**src/design/main_clock_pkg.sv**
```systemverilog
`default_nettype none
package main_clock_pkg;

  // ----------------------------------------------------------------
  // clock and timing
  // ----------------------------------------------------------------
  localparam int CLK_HZ        = 25_000_000;
  localparam int TB_W          = 18;
  localparam int BEEP_W        = 16;
  localparam int TB_PERIOD_0   = 16000;
  localparam int TB_PERIOD_1   = 32000;
  localparam int TB_PERIOD_2   = 80000;
  localparam int TB_PERIOD_3   = 200000;
  // beep tones in hertz; counts are half periods of the square wave
  localparam int BEEP_HZ_0     = 2000;
  localparam int BEEP_HZ_1     = 1000;
  localparam int BEEP_HZ_2     = 500;
  localparam int BEEP_HALF_0   = CLK_HZ / (2 * BEEP_HZ_0);
  localparam int BEEP_HALF_1   = CLK_HZ / (2 * BEEP_HZ_1);
  localparam int BEEP_HALF_2   = CLK_HZ / (2 * BEEP_HZ_2);

  // ----------------------------------------------------------------
  // register map
  // ----------------------------------------------------------------
  localparam int             ADDR_W         = 8;
  localparam logic [7:0]     CTRL_ADDR      = 8'h2c;
  localparam logic [7:0]     BEEP_ADDR      = 8'h2d;
  localparam logic [7:0]     IRQ_STAT_ADDR  = 8'h30;
  localparam logic [7:0]     IRQ_CLR_ADDR   = 8'h31;
  localparam logic [7:0]     IRQ_EN_ADDR    = 8'h32;
  localparam logic [7:0]     CTRL_RESET     = 8'h00;
  localparam logic [1:0]     BEEP_RESET     = 2'h0;
  localparam int             CLKOUT_EN_BIT  = 7;
  localparam int             DIV_LSB        = 5;
  localparam int             SLOW_BIT       = 4;
  localparam int             TB_LSB         = 2;
  localparam int             TICK_IE_BIT    = 1;
  localparam int             TICK_FLAG_BIT  = 0;
  localparam int             BEEP_LSB       = 0;
  localparam int             IRQ_W          = 2;
  localparam int             IRQ_TICK_BIT   = 0;
  localparam int             IRQ_TBSW_BIT   = 1;

  // ----------------------------------------------------------------
  // power modes
  // ----------------------------------------------------------------
  typedef enum logic [3:0] {
    MODE_RUN   = 4'h1,
    MODE_WAIT  = 4'h2,
    MODE_AHALT = 4'h4,
    MODE_HALT  = 4'h8
  } mode_t;

endpackage
`default_nettype wire

```
**src/design/main_clock_unit.sv**
```systemverilog
`timescale 1ns/1ns
`default_nettype none

// Summary of operation
// - normal mode cpu clock equals oscillator clock
// - slow divider codes give divide 2/4/8/16
// - divider field only acts in slow mode
// - clock-out enable puts cpu clock on pin in slow mode, half oscillator clock in normal mode
// - clock-out suspended during active halt
// - time base codes select four counter periods
// - new time base applies after current period
// - flag set on period end, read clears
// - tick request only with interrupt enable
// - halt with enable set enters active halt
// - wait keeps running, tick wakes from wait
// - active halt: counter runs, tick wakes device
// - full halt freezes counter and registers
// - tick never wakes from full halt
// - beeper outputs three selectable tones
// - beep codes: off, 2k, 1k, 500 Hz
// - control/status register resets to zero
module main_clock_unit #(
  parameter int TB_PERIOD0 = main_clock_pkg::TB_PERIOD_0,
  parameter int TB_PERIOD1 = main_clock_pkg::TB_PERIOD_1,
  parameter int TB_PERIOD2 = main_clock_pkg::TB_PERIOD_2,
  parameter int TB_PERIOD3 = main_clock_pkg::TB_PERIOD_3,
  parameter int BEEP_HALF0 = main_clock_pkg::BEEP_HALF_0,
  parameter int BEEP_HALF1 = main_clock_pkg::BEEP_HALF_1,
  parameter int BEEP_HALF2 = main_clock_pkg::BEEP_HALF_2
) (
  // clock and reset
  input  wire logic                                sys_clk,
  input  wire logic                                reset,
  // register port
  input  wire logic [main_clock_pkg::ADDR_W-1:0]   regAddr,
  input  wire logic [7:0]                          regWrData,
  input  wire logic                                regWrite,
  input  wire logic                                regRead,
  output logic      [7:0]                          regRdData,
  // power mode requests from the core
  input  wire logic                                waitReq,
  input  wire logic                                haltReq,
  input  wire logic                                extWake,
  output var main_clock_pkg::mode_t                powerMode,
  // cpu clock enable
  output logic                                     cpuClkEn,
  // pins
  output logic                                     clockOutSel,
  output logic                                     clockOutLevel,
  output logic                                     beepSel,
  output logic                                     beepLevel,
  // interrupts
  output logic                                     tickReq,
  output logic                                     irq
);
  localparam int TB_W    = main_clock_pkg::TB_W;
  localparam int BEEP_W  = main_clock_pkg::BEEP_W;
  localparam int IRQ_W_L = main_clock_pkg::IRQ_W;
  // ----------------------------------------------------------------
  // parameter checks
  // ----------------------------------------------------------------
  if (TB_PERIOD0 < 2 || TB_PERIOD1 < 2 || TB_PERIOD2 < 2 || TB_PERIOD3 < 2 ||
      TB_PERIOD0 > 2**TB_W || TB_PERIOD1 > 2**TB_W ||
      TB_PERIOD2 > 2**TB_W || TB_PERIOD3 > 2**TB_W) begin : badTbPeriod
    $error("time base period out of counter range");
  end
  if (BEEP_HALF0 < 1 || BEEP_HALF1 < 1 || BEEP_HALF2 < 1 ||
      BEEP_HALF0 > 2**BEEP_W || BEEP_HALF1 > 2**BEEP_W ||
      BEEP_HALF2 > 2**BEEP_W) begin : badBeepHalf
    $error("beep half period out of counter range");
  end
  // ----------------------------------------------------------------
  // decoding functions
  // ----------------------------------------------------------------
  function automatic logic [TB_W-1:0] tbLastCount(input logic [1:0] code);
    unique case (code)
      2'h0: tbLastCount = TB_W'(TB_PERIOD0 - 1);
      2'h1: tbLastCount = TB_W'(TB_PERIOD1 - 1);
      2'h2: tbLastCount = TB_W'(TB_PERIOD2 - 1);
      2'h3: tbLastCount = TB_W'(TB_PERIOD3 - 1);
    endcase
  endfunction
  function automatic logic [BEEP_W-1:0] beepLastCount(input logic [1:0] code);
    unique case (code)
      2'h1:    beepLastCount = BEEP_W'(BEEP_HALF0 - 1);
      2'h2:    beepLastCount = BEEP_W'(BEEP_HALF1 - 1);
      2'h3:    beepLastCount = BEEP_W'(BEEP_HALF2 - 1);
      default: beepLastCount = '0;
    endcase
  endfunction
  // divide by 2^(code+1): enable when the low code+1 counter bits are all ones
  function automatic logic [3:0] divMask(input logic [1:0] code);
    unique case (code)
      2'h0: divMask = 4'h1;
      2'h1: divMask = 4'h3;
      2'h2: divMask = 4'h7;
      2'h3: divMask = 4'hf;
    endcase
  endfunction
  // ----------------------------------------------------------------
  // state
  // ----------------------------------------------------------------
  main_clock_pkg::mode_t mode_r, mode_nxt;
  logic                  clkOutEn_r;
  logic [1:0]            divSel_r;
  logic                  slowMode_r;
  logic [1:0]            tbSel_r;
  logic                  tickIe_r;
  logic                  tickFlag_r;
  logic [1:0]            beepCode_r;
  logic [IRQ_W_L-1:0]    irqStatus_r;
  logic [IRQ_W_L-1:0]    irqEnable_r;
  logic [3:0]            divCnt_r;
  logic                  clkOutLevel_r;
  logic [TB_W-1:0]       tbCnt_r;
  logic [1:0]            tbActive_r;
  logic [BEEP_W-1:0]     beepCnt_r;
  logic                  beepLevel_r;
  logic [7:0]            regRdData_r;

  // ----------------------------------------------------------------
  // decode
  // ----------------------------------------------------------------
  wire logic inRun      = (mode_r == main_clock_pkg::MODE_RUN);
  wire logic inWait     = (mode_r == main_clock_pkg::MODE_WAIT);
  wire logic inAhalt    = (mode_r == main_clock_pkg::MODE_AHALT);
  wire logic inHalt     = (mode_r == main_clock_pkg::MODE_HALT);
  // the core is stopped in both halt modes, so register writes and clearing reads are dropped
  wire logic regsLive   = inRun | inWait;
  wire logic hitCtrl    = (regAddr == main_clock_pkg::CTRL_ADDR);
  wire logic hitBeep    = (regAddr == main_clock_pkg::BEEP_ADDR);
  wire logic hitIrqStat = (regAddr == main_clock_pkg::IRQ_STAT_ADDR);
  wire logic hitIrqClr  = (regAddr == main_clock_pkg::IRQ_CLR_ADDR);
  wire logic hitIrqEn   = (regAddr == main_clock_pkg::IRQ_EN_ADDR);
  wire logic wrCtrl     = regWrite & regsLive & hitCtrl;
  wire logic wrBeep     = regWrite & regsLive & hitBeep;
  wire logic wrIrqClr   = regWrite & regsLive & hitIrqClr;
  wire logic wrIrqEn    = regWrite & regsLive & hitIrqEn;
  wire logic rdCtrl     = regRead & regsLive & hitCtrl;
  wire logic [7:0] ctrlWord = {clkOutEn_r, divSel_r, slowMode_r, tbSel_r, tickIe_r, tickFlag_r};

  // ----------------------------------------------------------------
  // cpu clock prescaler
  // ----------------------------------------------------------------
  wire logic [3:0] divMaskNow = divMask(divSel_r);
  wire logic       slowTick   = ((divCnt_r & divMaskNow) == divMaskNow);
  // the divider field is read only when slow mode is selected
  wire logic       cpuTick    = slowMode_r ? slowTick : 1'b1;

  assign cpuClkEn = regsLive & cpuTick;
  always_ff @(posedge sys_clk or posedge reset) begin
    if (reset) begin
      divCnt_r <= 4'h0;
    end else if (!inHalt) begin
      divCnt_r <= divCnt_r + 4'h1;
    end
  end

  // ----------------------------------------------------------------
  // clock-out
  // ----------------------------------------------------------------
  // a flop cannot copy the full-rate clock: in normal mode the pin toggles at
  // half the oscillator rate, in slow mode it carries the exact cpu rate
  always_ff @(posedge sys_clk or posedge reset) begin
    if (reset) begin
      clkOutLevel_r <= 1'b0;
    end else if (regsLive) begin
      clkOutLevel_r <= slowMode_r ? divCnt_r[divSel_r] : ~clkOutLevel_r;
    end
  end

  assign clockOutSel   = clkOutEn_r & ~inAhalt;
  assign clockOutLevel = clkOutLevel_r;

  // ----------------------------------------------------------------
  // time base counter
  // ----------------------------------------------------------------
  wire logic tbCounting = ~inHalt;
  wire logic tickEvent  = tbCounting & (tbCnt_r == tbLastCount(tbActive_r));
  wire logic tbSwitch   = tickEvent & (tbSel_r != tbActive_r);

  always_ff @(posedge sys_clk or posedge reset) begin
    if (reset) begin
      tbCnt_r    <= '0;
      tbActive_r <= 2'h0;
    end else if (tickEvent) begin
      tbCnt_r    <= '0;
      tbActive_r <= tbSel_r;
    end else if (tbCounting) begin
      tbCnt_r    <= tbCnt_r + TB_W'(1);
    end
  end

  // ----------------------------------------------------------------
  // control/status and beep registers
  // ----------------------------------------------------------------
  // the flag is set in hardware; a set in the same cycle as a clearing read wins
  wire logic tickFlag_nxt = tickEvent | (tickFlag_r & ~rdCtrl);

  always_ff @(posedge sys_clk or posedge reset) begin
    if (reset) begin
      clkOutEn_r <= main_clock_pkg::CTRL_RESET[main_clock_pkg::CLKOUT_EN_BIT];
      divSel_r   <= main_clock_pkg::CTRL_RESET[main_clock_pkg::DIV_LSB +: 2];
      slowMode_r <= main_clock_pkg::CTRL_RESET[main_clock_pkg::SLOW_BIT];
      tbSel_r    <= main_clock_pkg::CTRL_RESET[main_clock_pkg::TB_LSB +: 2];
      tickIe_r   <= main_clock_pkg::CTRL_RESET[main_clock_pkg::TICK_IE_BIT];
      tickFlag_r <= main_clock_pkg::CTRL_RESET[main_clock_pkg::TICK_FLAG_BIT];
      beepCode_r <= main_clock_pkg::BEEP_RESET;
    end else begin
      tickFlag_r <= tickFlag_nxt;
      if (wrCtrl) begin
        clkOutEn_r <= regWrData[main_clock_pkg::CLKOUT_EN_BIT];
        divSel_r   <= regWrData[main_clock_pkg::DIV_LSB +: 2];
        slowMode_r <= regWrData[main_clock_pkg::SLOW_BIT];
        tbSel_r    <= regWrData[main_clock_pkg::TB_LSB +: 2];
        tickIe_r   <= regWrData[main_clock_pkg::TICK_IE_BIT];
      end
      if (wrBeep) begin
        beepCode_r <= regWrData[main_clock_pkg::BEEP_LSB +: 2];
      end
    end
  end

  // ----------------------------------------------------------------
  // interrupts
  // ----------------------------------------------------------------
  assign tickReq = tickFlag_r & tickIe_r;

  wire logic [IRQ_W_L-1:0] irqSet = {tbSwitch, tickEvent & tickIe_r};
  wire logic [IRQ_W_L-1:0] irqClr = wrIrqClr ? regWrData[IRQ_W_L-1:0] : '0;
  always_ff @(posedge sys_clk or posedge reset) begin
    if (reset) begin
      irqStatus_r <= '0;
      irqEnable_r <= '0;
    end else begin
      irqStatus_r <= irqSet | (irqStatus_r & ~irqClr);
      if (wrIrqEn) begin
        irqEnable_r <= regWrData[IRQ_W_L-1:0];
      end
    end
  end
  assign irq = |(irqStatus_r & irqEnable_r);

  // ----------------------------------------------------------------
  // power modes
  // ----------------------------------------------------------------
  always_comb begin
    mode_nxt = mode_r;
    unique case (mode_r)
      main_clock_pkg::MODE_RUN: begin
        if (haltReq) begin
          mode_nxt = tickIe_r ? main_clock_pkg::MODE_AHALT
                              : main_clock_pkg::MODE_HALT;
        end else if (waitReq) begin
          mode_nxt = main_clock_pkg::MODE_WAIT;
        end
      end
      main_clock_pkg::MODE_WAIT: begin
        if (tickReq || extWake) begin
          mode_nxt = main_clock_pkg::MODE_RUN;
        end
      end
      main_clock_pkg::MODE_AHALT: begin
        if ((tickEvent && tickIe_r) || extWake) begin
          mode_nxt = main_clock_pkg::MODE_RUN;
        end
      end
      main_clock_pkg::MODE_HALT: begin
        if (extWake) begin
          mode_nxt = main_clock_pkg::MODE_RUN;
        end
      end
      default: mode_nxt = main_clock_pkg::MODE_RUN;
    endcase
  end
  always_ff @(posedge sys_clk or posedge reset) begin
    if (reset) begin
      mode_r <= main_clock_pkg::MODE_RUN;
    end else begin
      mode_r <= mode_nxt;
    end
  end
  assign powerMode = mode_r;

  // ----------------------------------------------------------------
  // beeper
  // ----------------------------------------------------------------
  // still runs in active halt; software should switch it off there to save power
  wire logic beepOn   = (beepCode_r != 2'h0);
  wire logic beepWrap = (beepCnt_r == beepLastCount(beepCode_r));
  always_ff @(posedge sys_clk or posedge reset) begin
    if (reset) begin
      beepCnt_r   <= '0;
      beepLevel_r <= 1'b0;
    end else if (!beepOn) begin
      beepCnt_r   <= '0;
      beepLevel_r <= 1'b0;
    end else if (!inHalt) begin
      beepCnt_r   <= beepWrap ? '0 : beepCnt_r + BEEP_W'(1);
      beepLevel_r <= beepLevel_r ^ beepWrap;
    end
  end

  assign beepSel   = beepOn;
  assign beepLevel = beepLevel_r;

  // ----------------------------------------------------------------
  // read port
  // ----------------------------------------------------------------
  wire logic [7:0] rdMux =
      hitCtrl    ? ctrlWord :
      hitBeep    ? {6'h00, beepCode_r} :
      hitIrqStat ? {{(8 - IRQ_W_L){1'b0}}, irqStatus_r} :
      hitIrqEn   ? {{(8 - IRQ_W_L){1'b0}}, irqEnable_r} : 8'h00;
  always_ff @(posedge sys_clk or posedge reset) begin
    if (reset) begin
      regRdData_r <= 8'h00;
    end else begin
      regRdData_r <= regRead ? rdMux : 8'h00;
    end
  end
  assign regRdData = regRdData_r;
endmodule // main_clock_unit
`default_nettype wire

```
**config.mk**
```make
export PLATFORM = sky130hd
export DESIGN_NAME = main_clock_unit
export DESIGN_NICKNAME = d
export VERILOG_FILES = /design/src/design/main_clock_pkg.sv /design/src/design/main_clock_unit.sv
export SDC_FILE = /design/constraint.sdc
export NUM_CORES = 1
export LEC_CHECK = 0
export BUFFER_PORTS_ARGS = -buffer_cell sky130_fd_sc_hd__buf_2
export CORE_UTILIZATION = 45
export DETAILED_ROUTE_END_ITERATION = 8
export HOLD_SLACK_MARGIN = 0.08
export PLACE_DENSITY = 0.74
export SYNTH_ARGS = -nofsm -noshare
export SYNTH_HDL_FRONTEND = slang
export SYNTH_SLANG_ARGS = --single-unit
```
**constraint.sdc**
```tcl
create_clock -name sys_clk -period 3.7 [get_ports sys_clk]
set_input_delay 0.185 -clock sys_clk [delete_from_list [all_inputs] [get_ports sys_clk]]
set_output_delay 0.185 -clock sys_clk [all_outputs]
set_load 0.03 [all_outputs]
```
==> metrics.txt <==
top-count cell post-synth=dfrtp_1; CTS tree=yes; clk slew on worst S/H paths=around 80 ps; Synth Instances=406; Syn Area/Cell=9.33 µm²; r2r worst-path depth=7; sequential area share after synthesis=between 40% and 50%; asr flop ratio synth=100%; synthesized area=around 0.0038 mm²; CP required=3940 ps; die area=between 0.008 and 0.009 mm²; clk buf depth=2; dpl ws=1010 ps; share of the synthesized area in the top cell type=44.3%; Most Frequent Cell on Critical Path=a2111o_1; Worst Hold Class=input port to flip-flop; Internal Pwr Total=0.00170 W; Finished Core Util=54.0%; hold depth=3; Post-synth EDFFs=0; placer congestion estimate=0.869; Slew @ Worst Pin=~900 ps; core region area=0.00818 mm²; vias in the first global route=2905; pwr/cell area=589 mW/mm²; slew margin rel.=40.1%; Via density=roughly 5.6; I/O pin cnt=between 40 and 50; Crit Path Max Fanout=20; DPL Wire Length=5740 µm; clock sinks=68; Overflow after GRT=0; Synth Net Count=438; fmax=roughly 370 MHz; largest net degree at the start of global routing=43; slowest cell on the critical path=a2111o_1; H-tree levels=3; pins over their slew limit=0; Die H=~94 µm; GRT Total Usage=20.3%; layout cells sized above 1=between 10% and 20%; filler cell count=722; Synth Register Bits=68; Reg power frac=42.1%; Setup TNS=0 ps; worst reg2reg endpoint=beepCnt_r[13]; fin crit period=approximately 2700 ps; area leader, netlist=dfrtp_1; dpl cells=around 530; Worst path max stage delay=approximately 660 ps; DRT antenna net count=0; max cap viols=0; period utilization=72.4%; port bufs=between 40 and 50; Leakage=around 2.0 nW; CP startpoint kind=flip-flop; post-cts gate resize count=0; initial drt markers=159; Psw=0.000898 W; reg2reg start=beepCode_r[1]; vias post-DR=around 3200; antenna diode count=0; Layout Skew=10.3 ps; Setup CP Type=flip-flop to flip-flop; worst skew pair latency=350 ps; post-route insts no fill=559; CP Capture Type=flip-flop; nets@finish=481; reg2reg setup slack=1020 ps; RSZ-0062 raised after global routing=false; Max VDD drop=0.357 mV; hold slack=101 ps; initial antenna violation count=0; Horiz. Die Dim=93.7 µm; setup ws final=1020 ps; Switching Fraction=34.5%; startpoint of the worst hold path=regRead; DR WL/cell=14.7 µm; Synth top cells by count=67 x dfrtp_1, 55 x nand2_1, 33 x nor2_1; drt first pass iters=5; crit path cell chain=inv_1, ha_1, nand2b_1, a2111o_1, a2111o_1, and4_1, a311o_1; DRC violations left=0; total CTS buffers=9; initial core utilization=46.3%; routed wire length=8210 µm; first-pass GRT wire length=13900 µm; Synth Flop Type=dfrtp_1; clock root cell=clkbuf_8; Final Hold Fails=0; top cells by area, synth=dfrtp_1 44%, nand2_1 5.5%, xor2_1 4.2%; row cnt=33; synth warn=0; Final setup viols=0; outcome=finished clean; Layout area overhead=16.7%; Clk network pwr share=30.8%; post-synthesis cell type count=56; Worst Hold End=regRdData[0]; worst path arrival time=2920 ps; Comb power frac=27.1%
[power groups by stage]
stage          clock (W)  combinational [W]  sequential [W]
6_report        0.000803           0.000705         0.00110
5_1_grt         0.000855           0.000800         0.00112
4_1_cts         0.000814           0.000712         0.00109
3_5_place_dp           0           0.000688         0.00110
3_3_place_gp           0           0.000657         0.00109
2_1_floorplan          0           0.000564         0.00104
[how the worst max path moves through the flow]
stage	endpoint	slack, ps	from
global route	beepCnt_r[13]	890	beepCode_r[1]
floorplan	beepLevel	1380	beepCode_r[1]
CTS	beepCnt_r[13]	1010	beepCode_r[1]
detailed placement	beepCnt_r[13]	1010	beepCode_r[1]
finish	beepCnt_r[13]	1020	beepCode_r[1]
global placement	beepCnt_r[13]	1080	beepCode_r[1]
[metrics by stage]
| stage | total power (W) | instance area (µm²) |
|---|---|---|
| after CTS | 0.00262 | 4420 |
| after global routing | 0.00278 | 4420 |
| after detailed placement | 0.00179 | 4070 |
| final | 0.00260 | 4420 |
| after floorplan | 0.00161 | 3790 |
| after global placement | 0.00175 | 4070 |
[cells in the final DEF (no fill, tap or decap), types with 4 or more instances in the layout]
cell type	n
clkbuf_8	9
buf_4	4
and3_1	8
xor2_1	18
bufinv_16	4
mux2_2	11
ha_1	9
nor4_1	5
o21ai_0	14
nor2b_1	6
nand3_1	19
and2_1	11
nor3_1	15
and4_1	4
inv_1	7
nand2_1	55
a21oi_1	12
buf_2	41
dlygate4sd3_1	9
nand4_1	16
nor2_1	33
xnor2_1	12
a31oi_1	6
a21o_1	4
dfrtp_1	67
[what timing repair did]
action | in CTS | in global routing
endpoints found under the hold margin | 48 | 0
setup buffers | 0 | 0
hold buffers | 9 | 0
[worst max-delay path: cells and delay by family, from the launching register on]
kind | cells | cell delay (ps)
flops | 1 | 450
buf+inv | 1 | 120
simple gates | 2 | 440
compound gates | 3 | 1360
fa+ha+maj | 1 | 200
[registers in the layout, summed over array words and instances (netlist names), 2 cells and up]
name,count
tbActive_r,2
irqStatus_r,2
tbSel_r,2
powerMode,4
irqEnable_r,2
beepCnt_r,16
tbCnt_r,18
beepCode_r,2
divCnt_r,4
regRdData,8
divSel_r,2
[per-layer routing]
| metal | vias up | track usage (%) | part of all wire [%] |
|---|---|---|---|
| met4 | 0 | 5.77 | 1.2 |
| li1 | 1524 | - | - |
| met2 | 58 | 31.9 | 50 |
| met5 | - | 0 | 0 |
| met1 | 1563 | 27.2 | 45 |
| met3 | 11 | 5.83 | 3.9 |
[area by class of cell]
class	instances	area (µm²)	area share, %
repair buffers	54	325	7.36
multi-input cells	308	1970	44.5
flip-flops and latches	68	1700	38.5
well taps	105	131	2.97
clock inverters	7	139	3.14
inverters	8	30.0	0.680
clock buffers	9	124	2.80
[cell families (layout without fill, tap and decap cells)]
group / count (synthesis) / count (layout) / share of synthesized area, %
compound gates: 58 / 58 / 10.3
xor+xnor: 30 / 30 / 6.94
fa+ha+maj: 9 / 9 / 2.97
buf+inv: 30 / 78 / 3.30
flops: 68 / 68 / 45.0
mux: 15 / 15 / 4.66
simple gates: 196 / 196 / 26.9
No activity file was read; power rests on OpenSTA's default activity.
